## src/core/bsr_pkg.sv

```systemverilog
// constants, instruction codes and register map of the boundary-scan test data registers
`default_nettype none

package bsr_pkg;

	// ****************************************
	// instruction register
	// ****************************************
	localparam int IR_W = 4; // instruction width
	localparam logic [IR_W-1:0] INS_EXTEST = 4'h0;
	localparam logic [IR_W-1:0] INS_SAMPLE = 4'h3;
	localparam logic [IR_W-1:0] INS_CLAMP = 4'h5;
	localparam logic [IR_W-1:0] INS_HIGHZ = 4'h7;
	localparam logic [IR_W-1:0] INS_CLAMP_WITH_TRISTATE_INSTRUCTION = 4'h9; // clamp_with_tristate_instruction
	localparam logic [IR_W-1:0] INS_INTEST = 4'hC;
	localparam logic [IR_W-1:0] INS_IDCODE = 4'hE;
	localparam logic [IR_W-1:0] INS_BYPASS = 4'hF;
	localparam logic [IR_W-1:0] IR_CAPTURE = 4'h1; // pattern loaded in capture-ir

	// ****************************************
	// identification register
	// ****************************************
	localparam int ID_W = 32;
	localparam logic [ID_W-1:0] ID_CODE_DEF = 32'h0000_0001; // arbitrary value, lsb set as required

	// ****************************************
	// tap controller states
	// ****************************************
	typedef enum logic [3:0] {
		TAP_RESET = 4'h0,
		TAP_IDLE = 4'h1,
		TAP_SEL_DR = 4'h2,
		TAP_CAP_DR = 4'h3,
		TAP_SHIFT_DR = 4'h4,
		TAP_EXIT1_DR = 4'h5,
		TAP_PAUSE_DR = 4'h6,
		TAP_EXIT2_DR = 4'h7,
		TAP_UPD_DR = 4'h8,
		TAP_SEL_IR = 4'h9,
		TAP_CAP_IR = 4'hA,
		TAP_SHIFT_IR = 4'hB,
		TAP_EXIT1_IR = 4'hC,
		TAP_PAUSE_IR = 4'hD,
		TAP_EXIT2_IR = 4'hE,
		TAP_UPD_IR = 4'hF
	} bsr_tap_e;

	// ****************************************
	// avalon register map (byte addresses)
	// ****************************************
	localparam int AW = 4;
	localparam int DW = 32;
	localparam logic [AW-1:0] REG_CTRL = 4'h0;
	localparam logic [AW-1:0] REG_STATUS = 4'h4;
	localparam logic [AW-1:0] REG_IDCODE = 4'h8;
	localparam int CTRL_TAP_EN = 0; // 1: tap runs, 0: tap held in test-logic-reset
	localparam logic CTRL_TAP_EN_RST = 1'b1;
	localparam int ST_TAP_LSB = 0; // status [3:0] tap state
	localparam int ST_IR_LSB = 4; // status [7:4] current instruction
	localparam int ST_TEST = 8; // status [8] extest or intest active
	localparam int ST_TDO_OE = 9; // status [9] tdo enabled

endpackage

`default_nettype wire

```

## src/core/bsr_top.sv

```systemverilog
// boundary-scan test data registers with tap, pin cells and avalon status port
//
// The placing of the registers and the Avalon-MM register port are this design's own decisions.
`default_nettype none

module bsr_top #(
	parameter int IN_W = 8, // input pin cells
	parameter int OUT_W = 8, // output pin cells
	parameter logic [OUT_W-1:0] OUT_GRP = '0, // per output: 0 = active-low enable cell, 1 = active-high cell
	parameter logic [bsr_pkg::ID_W-1:0] ID_CODE = bsr_pkg::ID_CODE_DEF
) (
	// clock and reset
	input wire logic CORE_CLK,
	input wire logic RST,
	// jtag pins from the tester
	input wire logic TCK,
	input wire logic TMS,
	input wire logic TDI,
	input wire logic NTRST_N,
	output logic TDO,
	output logic TDO_OE,
	// pin side
	input wire logic [IN_W-1:0] PIN_IN,
	output logic [OUT_W-1:0] PIN_OUT,
	output logic [OUT_W-1:0] PIN_OE,
	// core side
	output logic [IN_W-1:0] CORE_IN,
	input wire logic [OUT_W-1:0] CORE_OUT,
	input wire logic CORE_OE_N_LO,
	input wire logic CORE_OE_HI,
	// avalon-mm slave
	input wire logic [bsr_pkg::AW-1:0] AVS_ADDRESS,
	input wire logic AVS_READ,
	input wire logic AVS_WRITE,
	input wire logic [bsr_pkg::DW-1:0] AVS_WRITEDATA,
	input wire logic [3:0] AVS_BYTEENABLE,
	output logic [bsr_pkg::DW-1:0] AVS_READDATA,
	output logic AVS_WAITREQUEST
);
	import bsr_pkg::*;

	// ****************************************
	// chain layout
	// ****************************************
	localparam int EN_W = 2; // enable cells: 0 active-low type, 1 active-high type
	localparam int CH = IN_W + OUT_W + EN_W; // chain length
	localparam int EN_LO = IN_W + OUT_W; // active_low_enable_cell_type index
	localparam int EN_HI = IN_W + OUT_W + 1; // active_high_enable_cell_type index

	// elaboration check: the chain needs at least one cell of each pin kind
	if (IN_W < 1 || OUT_W < 1) begin : g_chk
		$error("bsr_top: IN_W and OUT_W must be at least 1");
	end

	// ****************************************
	// state of the block
	// ****************************************
	typedef struct packed {
		logic tck_s1; // synchroniser first stages
		logic tck_s2;
		logic tck_s3; // previous tck level for edge finding
		logic tms_s1;
		logic tms_s2;
		logic tdi_s1;
		logic tdi_s2;
		logic trst_s1;
		logic trst_s2;
		logic [IN_W-1:0] pin_s1;
		logic [IN_W-1:0] pin_s2;
		bsr_tap_e tap;
		logic [IR_W-1:0] ir_sh; // instruction shift stage
		logic [IR_W-1:0] ir; // current instruction
		logic byp; // bypass cell
		logic [ID_W-1:0] id_sh; // identification shift register
		logic [CH-1:0] bs_sh; // chain shift stages
		logic [CH-1:0] bs_upd; // chain update stages
		logic tdo;
		logic tdo_oe;
		logic [IN_W-1:0] core_in;
		logic [OUT_W-1:0] pin_out;
		logic [OUT_W-1:0] pin_oe;
		logic tap_en; // software control
		logic wait_n; // waitrequest low phase
		logic waitreq; // waitrequest as driven on the bus
		logic [DW-1:0] rdata;
	} bsr_state_s;

	bsr_state_s s_q, s_d;

	// ****************************************
	// tap next state
	// ****************************************
	function automatic bsr_tap_e tap_next(input bsr_tap_e st, input logic tms);
		bsr_tap_e nx;
		nx = st;
		unique case (st)
			TAP_RESET: nx = tms ? TAP_RESET : TAP_IDLE;
			TAP_IDLE: nx = tms ? TAP_SEL_DR : TAP_IDLE;
			TAP_SEL_DR: nx = tms ? TAP_SEL_IR : TAP_CAP_DR;
			TAP_CAP_DR: nx = tms ? TAP_EXIT1_DR : TAP_SHIFT_DR;
			TAP_SHIFT_DR: nx = tms ? TAP_EXIT1_DR : TAP_SHIFT_DR;
			TAP_EXIT1_DR: nx = tms ? TAP_UPD_DR : TAP_PAUSE_DR;
			TAP_PAUSE_DR: nx = tms ? TAP_EXIT2_DR : TAP_PAUSE_DR;
			TAP_EXIT2_DR: nx = tms ? TAP_UPD_DR : TAP_SHIFT_DR;
			TAP_UPD_DR: nx = tms ? TAP_SEL_DR : TAP_IDLE;
			TAP_SEL_IR: nx = tms ? TAP_RESET : TAP_CAP_IR;
			TAP_CAP_IR: nx = tms ? TAP_EXIT1_IR : TAP_SHIFT_IR;
			TAP_SHIFT_IR: nx = tms ? TAP_EXIT1_IR : TAP_SHIFT_IR;
			TAP_EXIT1_IR: nx = tms ? TAP_UPD_IR : TAP_PAUSE_IR;
			TAP_PAUSE_IR: nx = tms ? TAP_EXIT2_IR : TAP_PAUSE_IR;
			TAP_EXIT2_IR: nx = tms ? TAP_UPD_IR : TAP_SHIFT_IR;
			TAP_UPD_IR: nx = tms ? TAP_SEL_DR : TAP_IDLE;
		endcase
		return nx;
	endfunction

	// ****************************************
	// decode of the current instruction
	// ****************************************
	logic is_ext, is_int, is_smp, is_clamp, is_clamp_with_tristate_instruction, is_highz, is_id;
	logic bs_sel, test_mode, use_upd;
	logic tck_rise, tck_fall;
	logic [EN_W-1:0] en_ctrl; // value seen by the enable controls
	logic [EN_W-1:0] drive; // group drives its pins
	logic tdo_src;

	// instruction flags and path selection
	always_comb begin
		is_ext = (s_q.ir == INS_EXTEST);
		is_int = (s_q.ir == INS_INTEST);
		is_smp = (s_q.ir == INS_SAMPLE);
		is_clamp = (s_q.ir == INS_CLAMP);
		is_clamp_with_tristate_instruction = (s_q.ir == INS_CLAMP_WITH_TRISTATE_INSTRUCTION);
		is_highz = (s_q.ir == INS_HIGHZ);
		is_id = (s_q.ir == INS_IDCODE);
		bs_sel = is_ext | is_int | is_smp;
		test_mode = is_ext | is_int;
		// clamps drive pins from update stages
		use_upd = test_mode | is_clamp | is_clamp_with_tristate_instruction;
		// edges found by sampling, no timeouts
		tck_rise = s_q.tck_s2 & ~s_q.tck_s3;
		tck_fall = ~s_q.tck_s2 & s_q.tck_s3;
		// enable cells not tied to pins
		en_ctrl[0] = use_upd ? s_q.bs_upd[EN_LO] : CORE_OE_N_LO;
		en_ctrl[1] = use_upd ? s_q.bs_upd[EN_HI] : CORE_OE_HI;
		// active-low cell one floats, active-high zero
		drive[0] = ~en_ctrl[0];
		drive[1] = en_ctrl[1];
		if (is_highz | is_clamp_with_tristate_instruction) begin
			drive = '0;
		end
		if (s_q.tap == TAP_SHIFT_IR) begin
			tdo_src = s_q.ir_sh[0];
		end else if (bs_sel) begin
			tdo_src = s_q.bs_sh[CH-1];
		end else if (is_id) begin
			tdo_src = s_q.id_sh[0];
		end else begin
			// all other codes use the bypass cell
			tdo_src = s_q.byp;
		end
	end

	// ****************************************
	// next state
	// ****************************************
	// one pass builds the whole next state; pins, tap, chain and bus
	always_comb begin
		s_d = s_q;
		// synchronisers: first stage only feeds the second
		s_d.tck_s1 = TCK;
		s_d.tck_s2 = s_q.tck_s1;
		s_d.tck_s3 = s_q.tck_s2;
		s_d.tms_s1 = TMS;
		s_d.tms_s2 = s_q.tms_s1;
		s_d.tdi_s1 = TDI;
		s_d.tdi_s2 = s_q.tdi_s1;
		s_d.trst_s1 = NTRST_N;
		s_d.trst_s2 = s_q.trst_s1;
		s_d.pin_s1 = PIN_IN;
		s_d.pin_s2 = s_q.pin_s1;

		// rising tck: tap step plus capture or shift of the selected register
		if (tck_rise) begin
			s_d.tap = tap_next(s_q.tap, s_q.tms_s2);
			unique case (s_q.tap)
				TAP_CAP_IR: s_d.ir_sh = IR_CAPTURE;
				TAP_SHIFT_IR: s_d.ir_sh = {s_q.tdi_s2, s_q.ir_sh[IR_W-1:1]};
				TAP_CAP_DR: begin
					if (bs_sel) begin
						for (int i = 0; i < IN_W; i++) begin
							// intest captures complement of core stimulus
							s_d.bs_sh[i] = is_int ? ~s_q.core_in[i] : s_q.pin_s2[i];
						end
						for (int j = 0; j < OUT_W; j++) begin
							s_d.bs_sh[IN_W+j] = is_int ? CORE_OUT[j] : s_q.pin_out[j];
						end
						// enable cells capture the core's controls under intest
						// and the level that drives the pins otherwise
						s_d.bs_sh[EN_LO] = is_int ? CORE_OE_N_LO : en_ctrl[0];
						s_d.bs_sh[EN_HI] = is_int ? CORE_OE_HI : en_ctrl[1];
					end else if (is_id) begin
						s_d.id_sh = ID_CODE;
					end else begin
						s_d.byp = 1'b0;
					end
				end
				TAP_SHIFT_DR: begin
					if (bs_sel) begin
						s_d.bs_sh = {s_q.bs_sh[CH-2:0], s_q.tdi_s2};
					end else if (is_id) begin
						s_d.id_sh = {s_q.tdi_s2, s_q.id_sh[ID_W-1:1]};
					end else begin
						// one tck of delay through bypass
						s_d.byp = s_q.tdi_s2;
					end
				end
				default: begin
				end
			endcase
		end

		// falling tck: tdo, its enable, and the update stages
		if (tck_fall) begin
			s_d.tdo = tdo_src;
			s_d.tdo_oe = (s_q.tap == TAP_SHIFT_DR) || (s_q.tap == TAP_SHIFT_IR);
			if (s_q.tap == TAP_UPD_IR) begin
				s_d.ir = s_q.ir_sh;
			end
			// every cell has its own update stage
			if (s_q.tap == TAP_UPD_DR && bs_sel) begin
				s_d.bs_upd = s_q.bs_sh;
			end
		end

		// ntrst low or software hold restores system mode
		if (!s_q.trst_s2 || !s_q.tap_en) begin
			s_d.tap = TAP_RESET;
			s_d.ir = INS_IDCODE;
			s_d.tdo_oe = 1'b0;
		end else if (s_q.tap == TAP_RESET) begin
			s_d.ir = INS_IDCODE;
		end

		// pin and core drivers, registered so outputs come from flops
		for (int i = 0; i < IN_W; i++) begin
			// test modes feed core from update stages
			// otherwise pins pass straight to the core
			s_d.core_in[i] = test_mode ? s_q.bs_upd[i] : s_q.pin_s2[i];
		end
		for (int j = 0; j < OUT_W; j++) begin
			s_d.pin_out[j] = use_upd ? s_q.bs_upd[IN_W+j] : CORE_OUT[j];
			s_d.pin_oe[j] = drive[OUT_GRP[j]];
		end

		// avalon slave: one wait cycle, then answer for one cycle
		if ((AVS_READ || AVS_WRITE) && !s_q.wait_n) begin
			s_d.wait_n = 1'b1;
			s_d.rdata = '0;
			unique case (AVS_ADDRESS)
				REG_CTRL: s_d.rdata[CTRL_TAP_EN] = s_q.tap_en;
				REG_STATUS: begin
					s_d.rdata[ST_TAP_LSB +: 4] = s_q.tap;
					s_d.rdata[ST_IR_LSB +: IR_W] = s_q.ir;
					s_d.rdata[ST_TEST] = test_mode;
					s_d.rdata[ST_TDO_OE] = s_q.tdo_oe;
				end
				REG_IDCODE: s_d.rdata = ID_CODE;
				default: s_d.rdata = '0; // unmapped reads zero
			endcase
		end else begin
			s_d.wait_n = 1'b0;
		end
		// write takes effect at the edge that sees waitrequest low
		if (AVS_WRITE && s_q.wait_n && AVS_ADDRESS == REG_CTRL && AVS_BYTEENABLE[0]) begin
			s_d.tap_en = AVS_WRITEDATA[CTRL_TAP_EN];
		end
		// waitrequest has its own flop so the pin needs no inverter after the register
		s_d.waitreq = ~s_d.wait_n;
	end

	// ****************************************
	// state register
	// ****************************************
	// chain data cleared only by rst, never by ntrst
	always_ff @(posedge CORE_CLK) begin
		if (RST) begin
			s_q <= '0;
			s_q.tck_s1 <= 1'b0;
			s_q.tap <= TAP_RESET;
			s_q.ir <= INS_IDCODE;
			s_q.tap_en <= CTRL_TAP_EN_RST;
			s_q.waitreq <= 1'b1;
		end else begin
			s_q <= s_d;
		end
	end

	// outputs straight from flops; no parallel output of bypass or id
	// bypass cell reaches tdo only
	assign TDO = s_q.tdo;
	assign TDO_OE = s_q.tdo_oe;
	assign PIN_OUT = s_q.pin_out;
	assign PIN_OE = s_q.pin_oe;
	assign CORE_IN = s_q.core_in;
	assign AVS_READDATA = s_q.rdata;
	assign AVS_WAITREQUEST = s_q.waitreq;

	logic cap_rise;
	assign cap_rise = tck_rise && s_q.tap == TAP_CAP_DR && s_q.trst_s2 && s_q.tap_en;
endmodule

`default_nettype wire

```

## config.mk

```make
export PLATFORM = sky130hd
export DESIGN_NAME = bsr_top
export DESIGN_NICKNAME = d
export VERILOG_FILES = /design/src/core/bsr_pkg.sv /design/src/core/bsr_top.sv
export SDC_FILE = /design/constraint.sdc
export NUM_CORES = 1
export LEC_CHECK = 0
export BUFFER_PORTS_ARGS = -buffer_cell sky130_fd_sc_hd__buf_2
export CAP_MARGIN = 20
export CELL_PAD_IN_SITES_DETAIL_PLACEMENT = 1
export CELL_PAD_IN_SITES_GLOBAL_PLACEMENT = 1
export CORE_ASPECT_RATIO = 1.1
export CORE_UTILIZATION = 41
export DETAILED_ROUTE_END_ITERATION = 7
export GPL_ROUTABILITY_DRIVEN = 1
export GPL_TIMING_DRIVEN = 1
export HOLD_SLACK_MARGIN = 0.1
export PLACE_DENSITY = 0.78
export SLEW_MARGIN = 10
export SYNTH_ARGS = -nofsm -noshare
export SYNTH_HDL_FRONTEND = slang
export SYNTH_SLANG_ARGS = --single-unit
```

## constraint.sdc

```tcl
create_clock -name CORE_CLK -period 2.3 [get_ports CORE_CLK]
set_input_delay 0.345 -clock CORE_CLK [delete_from_list [all_inputs] [get_ports CORE_CLK]]
set_output_delay 0.345 -clock CORE_CLK [all_outputs]
set_load 0.05 [all_outputs]
```

# Word-level counts from Yosys, hierarchy flattened
# Index checks and enable logic that the tools add are counted.
# classes
bitwise_logic	19
eq_ne	31
reduce_logical	27
mux	66
# op_table
cell	count
case mux 51 bit (2 select lines)	1
2-to-1 mux 33 bit	2
2-to-1 mux 32 bit	2
== test 4 bit (second input constant)	12
case mux 4 bit (12 select lines)	1
2-to-1 mux 1 bit	46
2-to-1 mux 18 bit	2
== test 4 x 3 -> 1 bit (second input constant)	7
2-to-1 mux 4 bit	4
inequality test 2 bit (second input constant)	8
== test 4 x 2 -> 1 bit (second input constant)	3
logical NOT 4 bit	3
NOT 1 bit	12
AND reduction 6 bit	2
2-to-1 mux 9 bit	1
case mux 4 bit (2 select lines)	1
2-to-1 mux 2 bit	3
2-to-1 mux 3 bit	2
AND reduction 2 bit	3
OR reduction 2 bit	3
OR reduction 3 bit	2
logical AND 1 bit	5
bitwise OR 1 bit	5
== test 4 x 1 -> 1 bit (second input constant)	1
other kinds (6)	12
# totals
word_cells	170
reg_bits	138
out_inout_bits	59
in_bits	66

# Logic depth before layout (Yosys ltp)
# depth
word_depth	8
depth_mapped	7
depth_no_buf	4

# Worst setup path after synthesis
# Ideal clock, no wire load.
# synth_timing
kind	flip-flop to flip-flop
start	reg s_q[139] in the netlist's numbering
end	reg s_q[95] in the netlist's numbering
setup_time_ns	0.117
synth_period_minus_slack_ns	1.908
n_path_buf	3
stages_incl_launch_ff	8
slack_ns	0.392
required_time_ns	2.183
arrival_ns	1.791
cell_sequence	dfxtp_1 > buf_6 > or3b_4 > a211o_1 > o21ba_1 > buf_6 > buf_6 > a22o_1
# synth_via
elab_chain_len	3
word_cells_on_any_way	7
cone_classes	eq/ne (4); mux (1); reduce/logical (2)
# synth_rtl
item	line	rtl
from (decl)	bsr_top.sv:88	bsr_state_s s_q, s_d;
== test 4 x 2 -> 1 bit or == test 4 x 3 -> 1 bit (tied branches)	bsr_top.sv:186	unique case (s_q.tap)
inequality test 2 bit (no line) or nonzero test 2 bit (tied branches)	--	
AND reduction 4 bit (no line)	--	
# Parallel ways exist; a longest one is shown, timed or not.
# A chain may end at the register's enable or synchronous reset.

# Final worst setup path
# layout_timing
start	reg s_q[141] in the netlist's numbering
end	reg s_q[67] in the netlist's numbering
# layout_via
elab_chain_len	3
# layout_rtl
item	line	rtl
== test 4 bit	bsr_top.sv:231	if (s_q.tap == TAP_UPD_DR && bs_sel) begin
logical AND 1 bit	bsr_top.sv:231	
AND reduction 2 bit (no line)	--	
# Every way passes these cells.

==> impl_metrics.tcl <==
set metrics [dict create \
    power.total_mw 5.653 \
    coreArea_um2 14390 \
    worstReg2RegEnd "s_q[67]" \
    syn_area_per_cell_um2 8.626 \
    portBuffers 68 \
    max-vdd-ir-drop_mv 0.4317 \
    cts_buffers 17 \
    final_cell_count_no_fill 932 \
    routed_wirelength_um 15270 \
    cts_hold_buf 0 \
    ys_ff_latch 138 \
    final.setup.tns_ns 0 \
    slowest_delay_ns 0.88 \
    p_per_area_nw_per_um2 818.4 \
    crit_arrival_ns 2.49 \
    via_per_inst 5.335 \
    area_delta_synth_final_pct 14.40 \
    antenna_found_initial 0 \
    crit_fanout 21 \
    dp_slack_ns 0.1951 \
    whs_path_depth 2 \
    yosysSeqAreaShare 0.4575 \
    start_util 0.4197 \
    yosysUniqueCellTypes 57 \
    p_sw_mw 1.308 \
    maxSlewHeadroom 0.4249 \
    p_int_mw 4.346 \
    path_class "flop to flop" \
    p_comb_frac 0.058 \
    cts-root-buf "clkbuf_16" \
    cap_violations 0 \
    ant_nets 0 \
    outcome "finished clean" \
    rr_startpoint "s_q[141]" \
    crit_slowest_cell "dfxtp_1" \
    clk_pin_slew_ns 0.06 \
    design.die.area_um2 15220 \
    fin_worst_skew_ns 0.006253 \
    pin_count 125 \
    rows 46 \
    crit_path_start_kind "flop" \
    async_reset_ff_frac 0 \
    cp_num_buf_inv 2 \
    fp.dieH_um 129.3 \
    cts_tree "built" \
    endpoint_kind "flop" \
    worst_pin_slew_ns 0.8615 \
    synth-edff-count 0 \
    r2r_cells 5 \
    grtUsageTotal 0.2129 \
    die_w_um 117.7 \
    hold_path_class "primary input to flop" \
    cp_top_family "flip-flops" \
    final_area_um2 6908 \
    post_drt_wl_per_cell_um 16.39 \
    drive_gt1_frac 0.1797 \
    grt_max_degree 43 \
    grt-ovfl-total 0 \
    post_cts_buffers 0 \
    min_period_ns 2.162 \
    vias 4972 \
    hold_viol 0 \
    cts_resized 0 \
    cp.required_ns 2.63 \
    worstPathCellList "inv_2 > nor4b_2 > buf_4 > nand3_1 > a21oi_1" \
    rsz0062_at_grt "false" \
    worst_hold_path.endpoint "s_d[162]" \
    setup_viol 0 \
    grt_pass1_wl_um 25740 \
    pwr-share-clk 0.509 \
    synthCells 700 \
    first_global_vias 5138 \
    p_seq_frac 0.433 \
    clk_latency_ns 0.42 \
    drv_slew 0 \
    synth_ff_type "dfxtp_1" \
    htreeDepth 4 \
    setup_ws_ns 0.1376 \
    holdCritStartpoint "TMS" \
    place_inst 900 \
    drtPass1Iterations 4 \
    fin_crit_sh 0.9402 \
    clockBufferDepth 2 \
    first_iter_violations 295 \
    finalNetCount 793 \
    switching_share 0.2313 \
    max_freq_mhz 462.5 \
    holdWs_ns 0.1299 \
    utilization 0.4801 \
    drc 0 \
    yosysWarnings 0 \
    place_area_um2 6289 \
    syn-cell-area_um2 6038 \
    diodes 0 \
    gp_congestion 0.7841 \
    cts.sinks 138 \
    r2r_setup_slack_ns 0.14 \
    leakage_nw 2.602 \
    dp_hpwl_um 9954 \
]
[flip-flops by register name (all words and copies together) (netlist names)]
| signal | count |
|---|---|
| AVS_READDATA | 10 |
| AVS_WAITREQUEST | 1 |
| CORE_IN | 8 |
| PIN_OE | 1 |
| PIN_OUT | 8 |
| TDO | 1 |
| TDO_OE | 1 |
| s_d | 13 |
| s_q | 95 |
[synthesized netlist by cell type, types with 4 or more instances]
| library cell | instances | area (µm²) |
|---|---|---|
| nand4b_1 | 4 | 35.03 |
| nor3_1 | 7 | 35.03 |
| o21ai_0 | 40 | 200.2 |
| clkbuf_1 | 36 | 135.1 |
| o211ai_1 | 5 | 37.54 |
| dfxtp_1 | 138 | 2763 |
| a22oi_1 | 8 | 60.06 |
| nor4_1 | 6 | 37.54 |
| or3_1 | 4 | 25.02 |
| nand2_1 | 67 | 251.5 |
| nor2b_1 | 31 | 193.9 |
| inv_1 | 13 | 48.80 |
| mux2i_1 | 29 | 290.3 |
| nand2b_1 | 5 | 31.28 |
| buf_4 | 56 | 420.4 |
| nor2_1 | 41 | 153.9 |
| nand3_1 | 54 | 270.3 |
| buf_2 | 10 | 50.05 |
| o21ai_1 | 10 | 50.05 |
| a22o_1 | 19 | 166.4 |
| a21oi_1 | 67 | 335.3 |
[power groups by stage]
stage | Combinational (mW) | Clock [mW] | Sequential, mW
2_1_floorplan | 0.304 | 0 | 2.50
3_3_place_gp | 0.322 | 0 | 2.50
3_5_place_dp | 0.328 | 0 | 2.50
4_1_cts | 0.330 | 2.93 | 2.45
5_1_grt | 0.350 | 3.04 | 2.45
6_report | 0.329 | 2.88 | 2.45
[cell usage in the layout (no fill, tap or decap), types with 2 or more instances in the layout]
cell type,Yosys,routed
nor3_1,7,7
dfxtp_1,138,138
a211oi_1,3,3
a22oi_1,8,8
nor2b_1,31,31
nand2b_1,5,5
clkinv_2,0,3
nand3_1,54,54
nor2_1,41,41
or3_1,4,4
or2_1,2,2
clkbuf_1,36,3
conb_1,1,22
or4b_1,2,2
o21ai_1,10,10
a311oi_1,3,3
o211ai_1,5,5
bufinv_16,0,4
a22o_1,19,19
buf_2,10,67
buf_4,56,28
clkinv_4,0,2
nand2_1,67,67
mux2i_1,29,29
a21oi_1,67,67
o21ai_0,40,40
a31oi_1,2,2
clkbuf_16,0,17
nand4b_1,4,4
nand3b_1,2,2
nor4_1,6,6
nor3b_1,2,2
inv_1,13,13
[worst max-delay path by stage]
stage,start,to,slack [ns],cells past startpoint
floorplan,s_q[139],s_q[95],0.39,7
global placement,s_q[140],s_q[88],0.31,4
detailed placement,s_q[138],s_q[95],0.20,5
CTS,s_q[141],s_q[67],0.18,5
global route,s_q[138],s_q[91],0.08,5
finish,s_q[141],s_q[67],0.14,5
[kinds of logic after synthesis]
| kind of cell | share of synthesized area |
|---|---|
| flip-flops | 0.4575 |
| AO/OA/AOI/OAI | 0.1712 |
| other | 0.0006210 |
| AND/OR/NAND/NOR | 0.1993 |
| buffers and inverters | 0.1165 |
| XOR/XNOR | 0.006838 |
| multiplexers | 0.04807 |
[layout make-up]
cell class              count  area (µm²)
repair buffers             95       545.5
inverters                  14       52.55
clock inverters            11       168.9
flip-flops and latches    138        2763
multi-input cells         461        2688
fillers                  1715        7481
well taps                 192       240.2
clock buffers              21       450.4
[routing by layer]
layer  vias to the layer above  part of all wire  global-route usage
met1                      2453              0.43              0.2452
met3                        22             0.030             0.04533
met4                         0             0.018             0.09125
met5                         -                 0                   0
li1                       2409                 -                   -
met2                        88              0.52              0.3834
No activity file was read; power rests on OpenSTA's default activity.
